`src/hw/dsgate_defs.svh`:
```
// Offsets, bit positions, reset values and masks of the clock gating bank
`ifndef DSGATE_DEFS_SVH
`define DSGATE_DEFS_SVH

`define DSG_ADDR_W      12
`define DSG_NPERIPH     5

// Register byte offsets
`define DSG_RUN_OFF     12'h100
`define DSG_SLEEP_OFF   12'h110
`define DSG_DEEP_OFF    12'h120
`define DSG_CTRL_OFF    12'h140
`define DSG_ISTAT_OFF   12'h144
`define DSG_IMASK_OFF   12'h148

// Gate bit positions, shared by status and mask layouts
`define DSG_WDOG_BIT    5'h03
`define DSG_HIBER_BIT   5'h06
`define DSG_ADC_BIT     5'h10
`define DSG_PWM_BIT     5'h14
`define DSG_CAN_BIT     5'h18

// Peripheral index order: watchdog, hibernation, converter, PWM, CAN
`define DSG_IDX_WDOG    0
`define DSG_IDX_HIBER   1
`define DSG_IDX_ADC     2
`define DSG_IDX_PWM     3
`define DSG_IDX_CAN     4

`define DSG_GATE_WMASK  32'h01110048
`define DSG_GATE_RST    32'h00000040
`define DSG_AUTO_BIT    0
`define DSG_AUTO_RST    1'h0
`define DSG_IMASK_RST   5'h00
// Units that fault a bus access while unclocked: watchdog, converter, PWM
`define DSG_FAULTABLE   5'h0d

`endif

```
`src/hw/dsgate_pkg.sv`:
```
// Types of the deep-sleep clock gating bank
`include "dsgate_defs.svh"

package dsgate_pkg;

  typedef struct packed {
    logic                    psel;
    logic                    penable;
    logic                    pwrite;
    logic [`DSG_ADDR_W-1:0]  paddr;
    logic [31:0]             pwdata;
  } apb_req_t;

  typedef struct packed {
    logic                    pready;
    logic                    pslverr;
    logic [31:0]             prdata;
  } apb_rsp_t;

  typedef struct packed {
    logic [31:0]             run_gate;
    logic [31:0]             sleep_gate;
    logic [31:0]             deep_gate;
    logic                    auto_gate;
    logic [`DSG_NPERIPH-1:0] int_status;
    logic [`DSG_NPERIPH-1:0] int_mask;
    logic [`DSG_NPERIPH-1:0] clk_en;
    logic [`DSG_NPERIPH-1:0] fault;
    logic                    irq;
    apb_rsp_t                rsp;
  } state_t;

endpackage

```
`src/hw/gate_fault_check.sv`:
```
// Flags accesses aimed at peripherals whose clock is gated off
`timescale 1ns/1ps
`include "dsgate_defs.svh"

module gate_fault_check #(
  parameter int unsigned     N         = `DSG_NPERIPH,
  parameter logic [N-1:0]    FAULTABLE = `DSG_FAULTABLE
) (
  input  wire logic [N-1:0]  access_i,
  input  wire logic [N-1:0]  clk_en_i,
  output logic [N-1:0]       fault_o
);

  // Units not marked faultable keep a silent access while unclocked
  assign fault_o = access_i & ~clk_en_i & FAULTABLE;

endmodule // gate_fault_check

```
`src/hw/deep_sleep_clock_gating_bank.sv`:
```
// Run, sleep and deep-sleep peripheral clock gating bank with APB access
//
// Notes on behaviour
// Each gate bit enables one peripheral clock
// Access to gated unit raises bus fault; only watchdog, converter and PWM fault here, CAN never does
// Gates reset cleared; register resets to 0x40
// Software enables the peripherals it needs
// Separate run, sleep and deep-sleep gate registers
// Auto gating bit selects sleep-mode registers
// Bit 6 gates hibernation, resets one, no fault
// Bit 3 gates watchdog, faults when gated
// Bit 16 gates converter, faults when gated
// Reserved bits read zero, ignore writes
// Bit 24 gates CAN unit zero
// Bit 20 gates PWM, faults when gated
// Deep-sleep gates apply only in auto deep sleep
`timescale 1ns/1ps
`include "dsgate_defs.svh"

module deep_sleep_clock_gating_bank #(
  parameter int unsigned N = `DSG_NPERIPH
) (
  input  wire logic                clock_i,
  input  wire logic                rst_i,
  input  wire dsgate_pkg::apb_req_t apb_i,
  output dsgate_pkg::apb_rsp_t     apb_o,
  input  wire logic                sleep_i,
  input  wire logic                deep_sleep_i,
  input  wire logic [N-1:0]        periph_access_i,
  output logic [N-1:0]             periph_clk_en_o,
  output logic [N-1:0]             periph_fault_o,
  output logic                     irq_o
);

  localparam logic [N*5-1:0] POS = {`DSG_CAN_BIT, `DSG_PWM_BIT,
                                    `DSG_ADC_BIT, `DSG_HIBER_BIT,
                                    `DSG_WDOG_BIT};

  localparam dsgate_pkg::state_t ST_RST = '{
    run_gate:   `DSG_GATE_RST,
    sleep_gate: `DSG_GATE_RST,
    deep_gate:  `DSG_GATE_RST,
    auto_gate:  `DSG_AUTO_RST,
    int_status: '0,
    int_mask:   `DSG_IMASK_RST,
    clk_en:     '0,
    fault:      '0,
    irq:        1'h0,
    rsp:        '0
  };

  dsgate_pkg::state_t st_q;
  dsgate_pkg::state_t st_d;

  logic [N-1:0]  run_bits;
  logic [N-1:0]  sleep_bits;
  logic [N-1:0]  deep_bits;
  logic [N-1:0]  pw_bits;
  logic [N-1:0]  rd_stat_bits;
  logic [N-1:0]  sel_bits;
  logic [N-1:0]  fault_now;
  logic [31:0]   istat_word;
  logic [31:0]   imask_word;
  logic          setup_ph;
  logic          done_ph;
  logic          hit;

  // Gather gate bits to peripheral index, scatter status to bit layout
  genvar gi;
  generate
    for (gi = 0; gi < N; gi++) begin : g_map
      assign run_bits[gi]     = st_q.run_gate[POS[gi*5 +: 5]];
      assign sleep_bits[gi]   = st_q.sleep_gate[POS[gi*5 +: 5]];
      assign deep_bits[gi]    = st_q.deep_gate[POS[gi*5 +: 5]];
      assign pw_bits[gi]      = apb_i.pwdata[POS[gi*5 +: 5]];
      assign rd_stat_bits[gi] = st_q.rsp.prdata[POS[gi*5 +: 5]];
    end
  endgenerate

  always_comb begin
    istat_word = '0;
    imask_word = '0;
    for (int i = 0; i < N; i++) begin
      istat_word[POS[i*5 +: 5]] = st_q.int_status[i];
      imask_word[POS[i*5 +: 5]] = st_q.int_mask[i];
    end
  end

  // Mode selection of the applied gate set
  always_comb begin
    if (st_q.auto_gate && deep_sleep_i) begin
      sel_bits = deep_bits;
    end else if (st_q.auto_gate && sleep_i) begin
      sel_bits = sleep_bits;
    end else begin
      sel_bits = run_bits;
    end
  end

  gate_fault_check #(
    .N         (N),
    .FAULTABLE (`DSG_FAULTABLE)
  ) u_fault (
    .access_i  (periph_access_i),
    .clk_en_i  (st_q.clk_en),
    .fault_o   (fault_now)
  );

  assign setup_ph = apb_i.psel && apb_i.penable && !st_q.rsp.pready;
  assign done_ph  = apb_i.psel && apb_i.penable && st_q.rsp.pready;

  always_comb begin
    hit = 1'b1;
    case (apb_i.paddr)
      `DSG_RUN_OFF,
      `DSG_SLEEP_OFF,
      `DSG_DEEP_OFF,
      `DSG_CTRL_OFF,
      `DSG_ISTAT_OFF,
      `DSG_IMASK_OFF: hit = 1'b1;
      default:        hit = 1'b0;
    endcase
  end

  always_comb begin
    st_d             = st_q;
    st_d.fault       = fault_now;
    st_d.clk_en      = sel_bits;
    st_d.rsp.pready  = setup_ph;
    st_d.rsp.pslverr = 1'b0;
    if (setup_ph) begin
      st_d.rsp.pslverr = !hit;
      // Reserved bits read zero, stored bits already masked
      case (apb_i.paddr)
        `DSG_RUN_OFF:   st_d.rsp.prdata = st_q.run_gate;
        `DSG_SLEEP_OFF: st_d.rsp.prdata = st_q.sleep_gate;
        `DSG_DEEP_OFF:  st_d.rsp.prdata = st_q.deep_gate;
        `DSG_CTRL_OFF:  st_d.rsp.prdata = {31'h0, st_q.auto_gate};
        `DSG_ISTAT_OFF: st_d.rsp.prdata = istat_word;
        `DSG_IMASK_OFF: st_d.rsp.prdata = imask_word;
        default:        st_d.rsp.prdata = 32'h0;
      endcase
    end else if (done_ph) begin
      st_d.rsp.prdata = st_q.rsp.prdata;
    end else begin
      st_d.rsp.prdata = 32'h0;
    end
    if (done_ph && apb_i.pwrite) begin
      case (apb_i.paddr)
        `DSG_RUN_OFF:
          st_d.run_gate = apb_i.pwdata & `DSG_GATE_WMASK;
        `DSG_SLEEP_OFF:
          st_d.sleep_gate = apb_i.pwdata & `DSG_GATE_WMASK;
        `DSG_DEEP_OFF:
          st_d.deep_gate = apb_i.pwdata & `DSG_GATE_WMASK;
        `DSG_CTRL_OFF:
          st_d.auto_gate = apb_i.pwdata[`DSG_AUTO_BIT];
        `DSG_IMASK_OFF:
          st_d.int_mask = pw_bits;
        default: st_d.run_gate = st_q.run_gate;
      endcase
    end
    // Read clears only what was returned; a new event still sets
    if (done_ph && !apb_i.pwrite && apb_i.paddr == `DSG_ISTAT_OFF) begin
      st_d.int_status = st_q.int_status & ~rd_stat_bits;
    end
    st_d.int_status = st_d.int_status | fault_now;
    st_d.irq        = |(st_d.int_status & st_d.int_mask);
  end

  always_ff @(posedge clock_i) begin
    if (rst_i) begin
      st_q <= ST_RST;
    end else begin
      st_q <= st_d;
    end
  end

  assign apb_o           = st_q.rsp;
  assign periph_clk_en_o = st_q.clk_en;
  assign periph_fault_o  = st_q.fault;
  assign irq_o           = st_q.irq;
endmodule // deep_sleep_clock_gating_bank

```
`config.mk`:
```
export PLATFORM = sky130hd
export DESIGN_NAME = deep_sleep_clock_gating_bank
export DESIGN_NICKNAME = d
export VERILOG_FILES = /design/src/hw/dsgate_pkg.sv /design/src/hw/gate_fault_check.sv /design/src/hw/deep_sleep_clock_gating_bank.sv
export VERILOG_INCLUDE_DIRS = /design/src /design/src/hw
export SDC_FILE = /design/constraint.sdc
export NUM_CORES = 1
export LEC_CHECK = 0
export BUFFER_PORTS_ARGS = -buffer_cell sky130_fd_sc_hd__buf_2
export CAP_MARGIN = 25
export CORE_MARGIN = 5
export CORE_UTILIZATION = 53
export CTS_BUF_LIST = sky130_fd_sc_hd__clkbuf_2 sky130_fd_sc_hd__clkbuf_4 sky130_fd_sc_hd__clkbuf_8
export CTS_CLUSTER_DIAMETER = 150
export DETAILED_ROUTE_END_ITERATION = 10
export HOLD_SLACK_MARGIN = 0.02
export PLACE_DENSITY = 0.95
export SYNTH_ARGS = -nofsm -noshare
export SYNTH_HDL_FRONTEND = slang
export SYNTH_SLANG_ARGS = --single-unit
```
`constraint.sdc`:
```
create_clock -name clock_i -period 4.6 [get_ports clock_i]
set_input_delay 0.23 -clock clock_i [delete_from_list [all_inputs] [get_ports clock_i]]
set_output_delay 0.23 -clock clock_i [all_outputs]
set_load 0.05 [all_outputs]
```
==> run_results.csv <==
group,metric,value,unit
synthesis,synth_area_leaders,"dfxtp_1, buf_4, mux2i_1",
routing,antenna_left,0,
critical_path,crit_slowest_cell,"dfxtp_1",
timing,maxSlewViolCount,0,
timing,hold_violations,0,
timing,hold_slack,179.0,ps
clock_tree,cts_setup_buffers,0,
synthesis,netlist_instances,269,
timing,max_slew_margin,53.08,%
placement,dp_hpwl,4.001,mm
clock_tree,cts_resized,0,
timing,max_freq,0.5317,GHz
critical_path,startpoint_type,"flip-flop",
synthesis,yosysUniqueCellTypes,47,
synthesis,netlist_area,2381,um2
cells_and_area,final_common_cell,"buf_2",
synthesis,avgSynthCellArea,8.851,um2
timing,setup_viol,0,
clock_tree,clock-root-buffer,"clkbuf_8",
floorplan,start_util,54.68,%
power,power_density,302.7,nW/um2
floorplan,die_w,77.03,um
cells_and_area,drive_above_1_share,23.63,%
worst_hold_path,worstHoldPathType,"input port to flip-flop",
synthesis,synthArstFlopShare,0,%
timing,period_needed,1881,ps
power,power_leakage,1.031,nW
critical_path,crit_chain,"and3_1, nand2_2, nor3_4, nor2b_1, a211o_1",
clock_tree,cts_tree,"built",
routing,avgRoutedWirePerCell,15.03,um
floorplan,die_area,5933,um2
cells_and_area,syn_to_final_growth,4.099,%
cells_and_area,final_cells,344,
grt,grt_start_max_net_pins,43,
grt,antenna_found_initial,0,
clock_tree,clock_sinks,43,
cells_and_area,finalNetCount,347,
timing,tightest_slew,703.9,ps
synthesis,ys_ff_latch,43,
cells_and_area,seq_area,860.8,um2
critical_path,worstPathRequired,4790,ps
grt,grt_overflow,0,
routing,drt_wl_total,5.170,mm
run_status,outcome,"finished clean",
cells_and_area,mostFrequentLayoutCells,"buf_2, dfxtp_1, nor2_1",
timing,setup_tns,0,ps
cells_and_area,multi_input_area,1202,um2
clock_tree,cts_inserted_buffers,5,
synthesis,synth_edf_count,0,
timing,clock_skew,5.982,ps
floorplan,ioPinCount,101,
clock_tree,clock_latency,300,ps
power,ir_worst_vdd,111.1,uV
grt,grt_pass1_wl,8.411,mm
critical_path,crit_path_end_kind,"flip-flop",
synthesis,yosysSeqAreaShare,36.15,%
placement,dpl-instance-area,2375,um2
routing,dr_total_vias,1878,
cells_and_area,postLayoutCellArea,2479,um2
synthesis,yosysTopAreaCellShare,36.15,%
synthesis,synth_top_area_cell,"dfxtp_1",
critical_path,worst-path-max-fanout,7,
timing,rsz0062_at_grt,"false",
clock_tree,clock_path_buffers,2,
routing,drt-initial-drc-count,131,
routing,drc,0,
placement,globalplace.congestion,0.9192,
routing,drt_pre_antenna_iters,4,
clock_tree,ctsHoldBuffers,0,
clock_tree,htree_num_levels,2,
routing,routed_via_density,5.459,
placement,placed_cells,336,
floorplan,die_y,77.03,um
job,drv_cap,0,
cells_and_area,fillers,384,
floorplan,core,4354,um2
critical_path,arrival,2070,ps
placement,port_buffers,44,
critical_path,crit_type,"flip-flop to flip-flop",
clock_tree,path_clk_slew,80,ps
timing,period_share,40.89,%
critical_path,slowest_delay,410,ps
grt,grtUsageTotal,17.25,%
synthesis,synth_flop_cell,"dfxtp_1",
floorplan,rows,24,
cells_and_area,antenna-diode-count,0,
grt,grt_pass1_vias,1821,
synthesis,yosys_warnings,0,
==> Yosys cell counts (4+ instances only) <==
cell	instances
mux2i_1	17
buf_4	46
nand4_1	5
a22oi_1	5
dfxtp_1	43
nand3_1	5
inv_1	7
o21ai_0	6
nor2_1	31
nor2b_1	11
clkbuf_1	7
nand2_1	18
o22ai_1	4
a311oi_1	5
o2111ai_1	4
a21oi_1	11
==> registers in the layout (all words and copies together) (netlist names) <==
signal           count
periph_clk_en_o      5
imask_word           5
periph_fault_o       3
sleep_bits           5
deep_bits            5
st_q                 1
run_bits             5
irq_o                1
apb_o                8
istat_word           5
==> layout make-up <==
cell class	count	share of cell area, %
multi-input cells	190	48.51
flip-flops and latches	43	34.73
repair buffers	44	8.884
clock buffers	7	3.887
well taps	52	2.625
inverters	7	1.060
clock inverters	1	0.3029
==> per-layer routing <==
metal | global-route usage, % | part of all wire, % | vias to the layer above
met1 | 20.00 | 39 | 873
li1 | - | - | 916
met3 | 5.386 | 8.1 | 8
met2 | 30.98 | 52 | 81
met4 | 3.608 | 0.91 | 0
met5 | 0 | 0 | -
==> path summary, 6_finish.rpt <==
kind / from / endpoint / slack [ps] / cells after the start
min: apb_i[0] / st_q[55] / 180 / 3
max: apb_o[33] / sleep_bits[1] / 2720 / 5
min reg2reg: apb_o[0] / apb_o[0] / 460 / 2
max reg2reg: apb_o[33] / sleep_bits[1] / 2720 / 5
==> power by group <==
part	switching, W	total [W]	internal (W)
clock	0.000125	0.000261	0.000136
sequential	0.00000190	0.000378	0.000376
combinational	0.0000912	0.000111	0.0000198
total	0.000218	0.000750	0.000533
==> critical path, delay by kind of cell (launching register included) <==
kind,cells,cell delay (ps)
simple gates,4,1100
flops,1,410
compound gates,1,280
==> through the flow <==
step	setup WS [ps]	utilization (%)	power [W]
global placement	2657	54.54	0.0004950
finish	2719	56.93	0.0007503
floorplan	2947	-	0.0004944
CTS	2746	56.93	0.0007557
detailed placement	2626	54.54	0.0004967
global route	2647	56.93	0.0007815
==> kinds of logic after synthesis <==
| family | share of synthesized area (%) |
|---|---|
| AOI/OAI and AO/OA | 14.19 |
| buffers and inverters | 17.60 |
| DFF | 36.15 |
| muxes | 8.565 |
| other | 0.1575 |
| and+or+nand+nor | 23.33 |
(Power assumes the default switching activity.)
